**src/include/vrc_defs.svh**
```systemverilog
`ifndef VRC_DEFS_SVH
`define VRC_DEFS_SVH

// ----------------------------------------
// Register map
// ----------------------------------------
`define VRC_REF_CTRL_OFS   8'h9F
`define VRC_REF_CTRL_RST   8'h00

// ----------------------------------------
// Field positions
// ----------------------------------------
`define VRC_BIT_POWER_ON   7
`define VRC_BIT_PIN_OE     6
`define VRC_BIT_RANGE_LOW  5
`define VRC_BIT_UNUSED     4
`define VRC_LEVEL_MSB      3
`define VRC_LEVEL_LSB      0
`define VRC_IMPL_MASK      8'hEF

// ----------------------------------------
// Ladder arithmetic
// ----------------------------------------
`define VRC_LEVELS         16
`define VRC_HIGH_BASE_32   6'h08
`define VRC_HIGH_DIV       8'h20
`define VRC_LOW_DIV        8'h18

`endif

```
**src/include/vrc_pkg.sv**
```systemverilog
package vrc_pkg;

    typedef struct packed {
        logic       power_on;
        logic       pin_output_enable;
        logic       range_low;
        logic [3:0] level_select;
    } vrc_ctrl_t;

    // Output ratio of the ladder as numerator / denominator of supply
    typedef struct packed {
        logic       enabled;
        logic       drive_pin;
        logic [7:0] numerator;
        logic [7:0] denominator;
    } vrc_tap_t;

endpackage

```
**src/vrc_ctrl.sv**
```systemverilog
// Implementation choice: the plain strobed port.
`timescale 1ns/100ps
`include "vrc_defs.svh"

module vrc_ctrl
    import vrc_pkg::*;
(
    // Clock and reset
    input  wire logic               mclk,
    input  wire logic               rst,
    // Register port
    input  wire logic [7:0]         reg_addr,
    input  wire logic [7:0]         reg_wdata,
    input  wire logic               reg_wr,
    input  wire logic               reg_rd,
    output logic      [7:0]         reg_rdata,
    // Port direction bit of the analog pin, same clock
    input  wire logic               port_a_direction,
    // Sleep and wake indications
    input  wire logic               sleep_wake,
    // Ladder control
    output vrc_pkg::vrc_tap_t       ladder_tap,
    output logic                    analog_out_pin_oe
);
    import vrc_pkg::*;

    // ----------------------------------------
    // Decode
    // ----------------------------------------
    function automatic logic hit(input logic [7:0] a);
        return a == `VRC_REF_CTRL_OFS;
    endfunction

    logic [7:0] ctrl_q;
    logic [7:0] ctrl_d;
    logic [7:0] rdata_q;
    logic [7:0] rdata_d;
    logic       wr_hit;
    logic       rd_hit;
    vrc_ctrl_t  ctrl;
    vrc_tap_t   tap_d;
    vrc_tap_t   tap_q;

    assign wr_hit = reg_wr && hit(reg_addr);
    assign rd_hit = reg_rd && hit(reg_addr);

    assign ctrl_d  = wr_hit ? (reg_wdata & `VRC_IMPL_MASK) : ctrl_q;
    assign rdata_d = rd_hit ? ctrl_q : 8'h00;

    // fields come from own register only
    assign ctrl.power_on          = ctrl_q[`VRC_BIT_POWER_ON];
    assign ctrl.pin_output_enable = ctrl_q[`VRC_BIT_PIN_OE];
    assign ctrl.range_low         = ctrl_q[`VRC_BIT_RANGE_LOW];
    assign ctrl.level_select      = ctrl_q[`VRC_LEVEL_MSB:`VRC_LEVEL_LSB];

    // ----------------------------------------
    // Ladder tap
    // ----------------------------------------
    // sixteen taps per range
    assign tap_d.enabled     = ctrl.power_on;
    assign tap_d.drive_pin   = port_a_direction && ctrl.pin_output_enable;
    assign tap_d.numerator   = ctrl.range_low ? {4'h0, ctrl.level_select}
                                              : {2'h0, `VRC_HIGH_BASE_32} + {4'h0, ctrl.level_select};
    assign tap_d.denominator = ctrl.range_low ? `VRC_LOW_DIV : `VRC_HIGH_DIV;

    // ----------------------------------------
    // Registers
    // ----------------------------------------
    always_ff @(posedge mclk) begin
        if (rst) begin
            ctrl_q  <= `VRC_REF_CTRL_RST;
            rdata_q <= 8'h00;
            tap_q   <= '0;
        end else begin
            ctrl_q  <= ctrl_d;
            rdata_q <= rdata_d;
            tap_q   <= tap_d;
        end
    end

    assign reg_rdata         = rdata_q;
    assign ladder_tap        = tap_q;
    assign analog_out_pin_oe = tap_q.drive_pin;

    // ----------------------------------------
    // Wake indication
    // ----------------------------------------
    // Wake comes from the sleep logic, retimed here
    logic       wake_meta_q;
    logic       wake_sync_q;

    always_ff @(posedge mclk) begin
        if (rst) begin
            wake_meta_q <= 1'b0;
            wake_sync_q <= 1'b0;
        end else begin
            wake_meta_q <= sleep_wake;
            wake_sync_q <= wake_meta_q;
        end
    end
endmodule

```
**config.mk**
```make
export PLATFORM = sky130hd
export DESIGN_NAME = vrc_ctrl
export DESIGN_NICKNAME = d
export VERILOG_FILES = /design/src/include/vrc_pkg.sv /design/src/vrc_ctrl.sv
export VERILOG_INCLUDE_DIRS = /design/src /design/src/include
export SDC_FILE = /design/constraint.sdc
export NUM_CORES = 1
export LEC_CHECK = 0
export BUFFER_PORTS_ARGS = -buffer_cell sky130_fd_sc_hd__clkbuf_2
export CAP_MARGIN = 5
export CORE_ASPECT_RATIO = 1.5
export CORE_UTILIZATION = 35
export DETAILED_ROUTE_END_ITERATION = 16
export GPL_ROUTABILITY_DRIVEN = 0
export PLACE_DENSITY_LB_ADDON = 0.12
export RECOVER_POWER = 25
export SLEW_MARGIN = 20
export SYNTH_ARGS = -nofsm -noshare
export SYNTH_HDL_FRONTEND = slang
export SYNTH_SLANG_ARGS = --single-unit
```
**constraint.sdc**
```tcl
create_clock -name mclk -period 1.6 [get_ports mclk]
set_input_delay 0.16 -clock mclk [delete_from_list [all_inputs] [get_ports mclk]]
set_output_delay 0.16 -clock mclk [all_outputs]
set_load 0.05 [all_outputs]
```
==> impl_metrics.sql, run 1 <==
INSERT INTO impl_metrics (metric_group, metric, value, unit) VALUES
('worst_setup_path', 'critPathCaptureType', 'primary output', ''),
('final_layout', 'design_area', '0.00105', 'mm²'),
('final_layout', 'layout-area-overhead-vs-synth', '22.0', '%'),
('final_layout', 'area.sequential', '460', 'µm²'),
('worst_setup_path', 'worst_path_max_delay_cell', 'dfxtp_1', ''),
('floorplan', 'die_area', '0.00267', 'mm²'),
('pwr', 'cellPowerDensity', '888', 'mW/mm²'),
('timing', 'timing.max_slew.rel_slack', '51.3', '%'),
('global_route', 'grt_util_all_layers', '9.92', '%'),
('timing', 'final.period_utilization', '66.9', '%'),
('worst_setup_path', 'worst_ep_arrival_time', '0.91', 'ns'),
('final_layout', 'antenna_cells', '0', ''),
('pwr', 'peakVddDrop', '0.000374', 'V'),
('final_layout', 'drive_above_1_share', '44.2', '%'),
('job', 'drv.max_cap_violation_count', '0', ''),
('clock_network', 'tritoncts_num_sinks', '23', ''),
('synthesis', 'asyncSetResetFlopFracSynth', '0', '%'),
('synthesis', 'synth-warning-count', '0', ''),
('floorplan', 'placeableCoreArea', '0.00229', 'mm²'),
('pwr', 'total_power', '936', 'µW'),
('timing', 'tightest_slew', '0.730', 'ns'),
('clock_network', 'clk_root_buf', 'clkbuf_4', ''),
('synthesis', 'synthDistinctLibCells', '17', ''),
('synthesis', 'yosys.area.top_type', 'dfxtp_1', ''),
('final_layout', 'post_layout_nonfiller_instances', '136', ''),
('worst_setup_path', 'cp_num_buf_inv', '1', ''),
('floorplan', 'io-pin-count', '49', ''),
('timing', 'pins_over_their_slew_limit', '0', ''),
('drt', 'first_iter_violations', '1', ''),
('drt', 'dr_total_vias', '569', ''),
('floorplan', 'fp.dieH', '62.8', 'µm'),
('floorplan', 'rows', '21', ''),
('timing', 'report.final.hold_viol_count', '0', ''),
('timing', 'max_clock_freq', '934', 'MHz'),
('synthesis', 'synth_top_area_share', '53.3', '%'),
('synthesis', 'area_of_the_mapped_netlist', '863', 'µm²'),
('timing', 'setup_repair_after_global_routing_missed_its_margin', 'no', ''),
('status', 'run_status', 'finished clean', ''),
('synthesis', 'dominantRegCellSynth', 'dfxtp_1', ''),
('worst_setup_path', 'r2r_slack', '0.71', 'ns'),
('clock_network', 'ctsHtreeMaxLevel', '1', ''),
('clock_network', 'post_cts_resized', '0', ''),
('placed_design', 'placed_cell_area', '0.00103', 'mm²'),
('worst_setup_path', 'r2r.worst_path.cells', '2', ''),
('synthesis', 'synth-edff-count', '0', ''),
('drt', 'drcViolationCount', '0', ''),
('synthesis', 'postSynthCellCount', '75', ''),
('timing', 'timing.final.setup_violations', '0', ''),
('timing', 'worst_hold_slack', '0.0558', 'ns'),
('worst_hold_path', 'min_delay_path_depth', '3', ''),
('worst_setup_path', 'worstSetupStartpointType', 'flip-flop', ''),
('synthesis', 'synth_area_leaders', 'dfxtp_1 53%, buf_4 9.6%, nor2b_1 7.2%', ''),
('timing', 'timing.clock.skew', '0.000815', 'ns'),
('global_route', 'grt_max_degree', '19', ''),
('final_layout', 'fillCellCount', '238', ''),
('worst_setup_path', 'timing.rr.end', 'ctrl_q[5]$_SDFFE_PP0P_', ''),
('timing', 'post-route-worst-setup-slack', '0.529', 'ns'),
('synthesis', 'synth.ff_latch_count', '23', ''),
('clock_network', 'cts_tree', 'built', ''),
('synthesis', 'synth_most_common_cell', 'dfxtp_1', ''),
('global_route', 'antenna_found_initial', '0', ''),
('placed_design', 'placement.setup.worst_slack', '0.238', 'ns'),
('timing', 'final.setup.tns', '0', 'ns'),
('pwr', 'p_leak', '0.533', 'nW'),
('global_route', 'grt_pass1_wl', '1980', 'µm'),
('worst_setup_path', 'timing.critical_path.max_delay_family', 'flip-flops', ''),
('final_layout', 'final_core_utilization', '46.1', '%'),
('synthesis', 'syn_avg_cell_area', '11.5', 'µm²'),
('worst_setup_path', 'path_cells', 'clkbuf_2', ''),
('drt', 'antenna_left', '0', ''),
('synthesis', 'fraction_of_the_yosys_area_taken_by_sequential_cells', '53.3', '%');
==> report_power, final <==
group	total, mW	leakage (nW)	switching, mW	internal, mW
sequential	0.576	0.186	0.000674	0.575
combinational	0.104	0.329	0.0767	0.0278
clock	0.255	0.0177	0.162	0.0930
==> sequential cells by signal, summed over array words and instances, names as in the netlist <==
signal	cells
analog_out_pin_oe	1
ctrl_q	7
ladder_tap	8
reg_rdata	7
==> cells by family (layout without fill, tap and decap cells) <==
logic type	after synthesis	count (layout)	share of synthesized area (%)
flip-flops	23	23	53.3
multiplexers	7	7	8.84
AND/OR/NAND/NOR	30	30	25.8
XOR/XNOR	1	1	1.01
other	1	9	0.434
buffers and inverters	13	43	10.6
==> per-layer routing <==
metal | part of all wire, % | track usage (%) | up-vias
li1 | - | - | 296
met1 | 36 | 9.69 | 245
met2 | 56 | 18.1 | 26
met3 | 6.6 | 3.18 | 2
met4 | 1.2 | 4.69 | 0
met5 | 0 | 0 | -
==> cell type report <==
type                       count  area share [%]
inverter                       1           0.356
multi-input combinational     47            32.4
timing repair buffer          38            18.2
tap                           23            2.73
clock inverter                 1           0.475
sequential                    23            43.7
clock buffer                   3            2.14
==> placed cells by master, fill, tap and decap left out, drive strengths merged <==
| cell | instances |
|---|---|
| clkinv | 1 |
| nor4b | 1 |
| mux2i | 2 |
| inv | 1 |
| clkbuf | 40 |
| nand2b | 4 |
| and2 | 8 |
| nand4b | 2 |
| nand2 | 1 |
| nor3 | 1 |
| xor2 | 1 |
| nor2 | 3 |
| mux2 | 5 |
| conb | 9 |
| buf | 1 |
| nor2b | 10 |
| dfxtp | 23 |
==> worst min-delay path, delay by kind of cell <==
| family | cells | cell delay [ns] |
|---|---|---|
| simple gates | 2 | 0.08 |
| buf+inv | 1 | 0.08 |
==> how the worst max path moves through the flow <==
stage / cells after the start / startpoint / slack [ns] / to
floorplan: 3 / reg_addr[5] / 0.45 / ctrl_q[0]$_SDFFE_PP0P_
global placement: 4 / reg_addr[5] / 0.24 / ctrl_q[1]$_SDFFE_PP0P_
detailed placement: 4 / reg_addr[6] / 0.24 / ctrl_q[2]$_SDFFE_PP0P_
CTS: 1 / ladder_tap[10]$_SDFF_PP0_ / 0.51 / ladder_tap[10]
global route: 1 / ladder_tap[10]$_SDFF_PP0_ / 0.47 / ladder_tap[10]
finish: 1 / ladder_tap[4]$_SDFF_PP0_ / 0.53 / ladder_tap[3]
Power figures use the tool's default switching activity.
==> run 2, diff against run 1 <==
Settings changed: ABC_AREA from default to 1.
Clock period 1.6 ns to 0.9 ns, I/O delays scaled along.
==> impl_metrics.sql, run 2 <==
INSERT INTO impl_metrics (metric_group, metric, value, unit) VALUES
('status', 'run_status', 'finished, violations left', ''),
('status', 'failed_checks', 'setup timing', ''),
('final_layout', 'multi_input_comb_area', '332', 'µm²'),
('clock_network', 'clk-insertion-delay-late', '0.30', 'ns'),
('worst_setup_path', 'path_cells', 'buf_8', ''),
('worst_setup_path', 'timing.critical_path.max_delay_family', 'flip-flops', ''),
('synthesis', 'synth-edff-count', '0', ''),
('pwr', 'p_leak', '0.695', 'nW'),
('synthesis', 'synth_fa_ha_area_share', '0', '%'),
('synthesis', 'simple_gate_portion_of_the_synthesized_area', '30.9', '%'),
('drt', 'antenna_left', '0', ''),
('worst_setup_path', 'worstSetupStartpointType', 'flip-flop', ''),
('pwr', 'clkPwrFrac', '26.5', '%'),
('global_route', 'grt_overflow', '0', ''),
('drt', 'avgRoutedWirePerCell', '7.76', 'µm'),
('floorplan', 'floorplan.die.width', '44.5', 'µm'),
('timing', 'min_period', '0.921', 'ns'),
('synthesis', 'main_combinational_cell_family_by_area_after_synthesis', 'simple AND/OR/NAND/NOR gates', ''),
('clock_network', 'numCtsBuffers', '3', ''),
('worst_setup_path', 'crit_path_max_fanout', '2', ''),
('worst_setup_path', 'worst_path_max_delay_cell', 'dfxtp_2', ''),
('worst_setup_path', 'r2r.worst_path.cells', '3', ''),
('global_route', 'antenna_found_initial', '0', ''),
('synthesis', 'synth-warning-count', '0', ''),
('clock_network', 'clkSlewWorstSetupHoldPaths', '0.12', 'ns'),
('worst_setup_path', 'critical_path.startpoint', 'ladder_tap[4]$_SDFF_PP0_', ''),
('synthesis', 'synth_area_leaders', 'dfxtp_1 49%, inv_1 9.1%, buf_4 8.7%', ''),
('final_layout', 'drive_above_1_share', '43.5', '%'),
('global_route', 'grt_max_degree', '14', ''),
('synthesis', 'area_fraction_in_compound_gates_after_synthesis', '0.528', '%'),
('global_route', 'grt_pass1_wl', '2510', 'µm'),
('worst_hold_path', 'min_delay_path_depth', '2', ''),
('final_layout', 'final_cell_mix', '23 x inv_1, 22 x nor2_1, 19 x clkbuf_2', ''),
('pwr', 'power.combinational.fraction', '13.8', '%'),
('synthesis', 'area_of_the_mapped_netlist', '948', 'µm²'),
('worst_setup_path', 'timing.rr.end', 'ladder_tap[11]$_SDFF_PP0_', ''),
('pwr', 'cellPowerDensity', '1260', 'mW/mm²'),
('synthesis', 'synth_top_cells_by_count', '23 x dfxtp_1, 23 x inv_1, 22 x nor2_1, 17 x nand2_1, 11 x buf_4', ''),
('job', 'drv.max_cap_violation_count', '0', ''),
('timing', 'final.period_utilization', '102', '%'),
('synthesis', 'syn_avg_cell_area', '8.18', 'µm²'),
('final_layout', 'max_ffs_per_register', '8', ''),
('placed_design', 'io_buffer_count', '37', ''),
('floorplan', 'rows', '22', ''),
('clock_network', 'clk_root_buf', 'clkbuf_4', ''),
('worst_setup_path', 'critPathCaptureType', 'primary output', ''),
('pwr', 'share_of_total_power_in_sequential_cells', '59.7', '%'),
('floorplan', 'die_area', '0.00293', 'mm²'),
('final_layout', 'antenna_cells', '0', ''),
('timing', 'post-route-worst-setup-slack', '-0.0214', 'ns'),
('synthesis', 'yosys.area.top_type', 'dfxtp_1', ''),
('final_layout', 'fillCellCount', '248', ''),
('worst_setup_path', 'worst_ep_required_time', '0.81', 'ns'),
('timing', 'timing.final.setup_violations', '4', ''),
('floorplan', 'io-pin-count', '49', ''),
('timing', 'timing.clock.skew', '0.000625', 'ns'),
('worst_hold_path', 'hold_path.class', 'primary input to flip-flop', ''),
('pwr', 'total_switching_power', '464', 'µW'),
('global_route', 'number_of_global_route_vias_before_repair', '638', ''),
('drt', 'first_iter_violations', '6', ''),
('timing', 'setup_repair_after_global_routing_missed_its_margin', 'yes', ''),
('worst_setup_path', 'r2r_slack', '0.20', 'ns'),
('timing', 'pins_over_their_slew_limit', '0', ''),
('worst_setup_path', 'path_class', 'flip-flop to primary output', ''),
('placed_design', 'placement.setup.worst_slack', '-0.00592', 'ns'),
('drt', 'drcViolationCount', '0', ''),
('clock_network', 'ctsHtreeMaxLevel', '1', ''),
('pwr', 'power.share.switching', '26.9', '%'),
('synthesis', 'dominantRegCellSynth', 'dfxtp_1', ''),
('drt', 'dr_total_vias', '736', ''),
('synthesis', 'synth_xor_area_share', '0', '%'),
('clock_network', 'tritoncts_num_sinks', '23', ''),
('final_layout', 'num-nets-final', '177', ''),
('clock_network', 'cts_buffer_depth', '2', ''),
('placed_design', 'dp_hpwl', '1180', 'µm'),
('synthesis', 'synthDistinctLibCells', '15', ''),
('final_layout', 'area.sequential', '480', 'µm²'),
('final_layout', 'layout.cells.most_common', 'inv_1', ''),
('drt', 'post_drt_via_cell_ratio', '3.87', ''),
('synthesis', 'postSynthCellCount', '116', ''),
('final_layout', 'layout-area-overhead-vs-synth', '43.5', '%'),
('drt', 'dr.pass1.iters', '3', ''),
('worst_setup_path', 'cp_num_buf_inv', '1', ''),
('synthesis', 'synth_top_area_share', '48.5', '%'),
('worst_setup_path', 'max_stage_delay', '0.38', 'ns'),
('synthesis', 'yosys-mux-area-fraction', '0', '%'),
('final_layout', 'design_area', '0.00136', 'mm²'),
('drt', 'totalWireLength', '1480', 'µm'),
('synthesis', 'asyncSetResetFlopFracSynth', '0', '%'),
('floorplan', 'initial_core_utilization', '37.9', '%'),
('worst_setup_path', 'worst_ep_arrival_time', '0.83', 'ns'),
('pwr', 'total_power', '1.72', 'mW'),
('worst_setup_path', 'timing.critical_path.depth', '1', ''),
('synthesis', 'fraction_of_the_yosys_area_taken_by_sequential_cells', '48.5', '%'),
('floorplan', 'placeableCoreArea', '0.00250', 'mm²'),
('synthesis', 'synth.ff_latch_count', '23', ''),
('timing', 'max_clock_freq', '1090', 'MHz'),
('pwr', 'peakVddDrop', '0.000574', 'V'),
('floorplan', 'fp.dieH', '65.8', 'µm'),
('clock_network', 'cts_tree', 'built', ''),
('worst_setup_path', 'regToRegStartpoint', 'ctrl_q[5]$_SDFFE_PP0P_', ''),
('global_route', 'grt_util_all_layers', '11.8', '%'),
('pwr', 'internal_power', '1.26', 'mW'),
('placed_design', 'placed_cell_area', '0.00113', 'mm²'),
('timing', 'report.final.hold_viol_count', '0', ''),
('worst_setup_path', 'endpoint_of_the_most_critical_setup_path', 'ladder_tap[3]', '');
## run 2: changes by cell type in the layout (fill, tap and decap cells not counted), sizes merged, moves of 10 or more
cell and delta:
inv +24, nor2 +21, nand2 +19, buf +18, clkbuf -18, nor2b -10
## run 2: per-layer routing
metal	GRT usage (%)	part of all wire (%)	vias to the layer above
met1	12.9	40	303
met5	0	0	-
met4	9.09	2.8	0
met3	1.92	6.7	4
met2	19.5	50	32
li1	-	-	397
## run 2: stage by stage
step | util (%) | TNS, ns | hold WS (ns) | cells
floorplan | - | 0 | 0.203 | 124
global placement | 45.0 | 0 | 0.294 | 185
detailed placement | 45.0 | -0.00766 | 0.295 | 185
CTS | 53.3 | -0.284 | 0.0644 | 190
global route | 54.3 | -0.513 | 0.0648 | 190
finish | 54.3 | -0.0827 | 0.0671 | 190
## run 2: power by group through the flow
| stage | sequential [mW] | clock [mW] | combinational, mW |
|---|---|---|---|
| 6_report | 1.03 | 0.456 | 0.237 |
| 5_1_grt | 1.03 | 0.523 | 0.254 |
| 4_1_cts | 1.03 | 0.478 | 0.236 |
| 3_5_place_dp | 1.05 | 0 | 0.224 |
| 3_3_place_gp | 1.05 | 0 | 0.223 |
| 2_1_floorplan | 1.07 | 0 | 0.179 |
## run 2: logic make-up after synthesis
kind of cell           Yosys count
AO/OA/AOI/OAI                    1
buffers and inverters           38
flip-flops                      23
other                            1
AND/OR/NAND/NOR                 53
## run 2: repair_timing
item                                    4_1_cts  5_1_grt
resized for setup                            47       21
pin swaps                                     0        0
endpoints found under the hold margin         1        0
hold buffers                                  1        0
buffers inserted                              0        0
endpoints found under the setup margin       18       18
## run 2: area by class of cell
class,instances,area share (%)
flip-flops and latches,23,35.3
repair buffers,39,28.1
multi-input cells,63,24.4
inverters,25,6.89
well taps,36,3.31
clock buffers,3,1.65
clock inverters,1,0.368
## run 2: worst min-delay path by stage
stage,to,from,slack [ns]
after floorplan,analog_out_pin_oe$_SDFF_PP0_,port_a_direction,0.20
after global placement,analog_out_pin_oe$_SDFF_PP0_,port_a_direction,0.29
after detailed placement,analog_out_pin_oe$_SDFF_PP0_,port_a_direction,0.29
after CTS,analog_out_pin_oe$_SDFF_PP0_,rst,0.06
after global routing,analog_out_pin_oe$_SDFF_PP0_,rst,0.06
final,analog_out_pin_oe$_SDFF_PP0_,rst,0.07
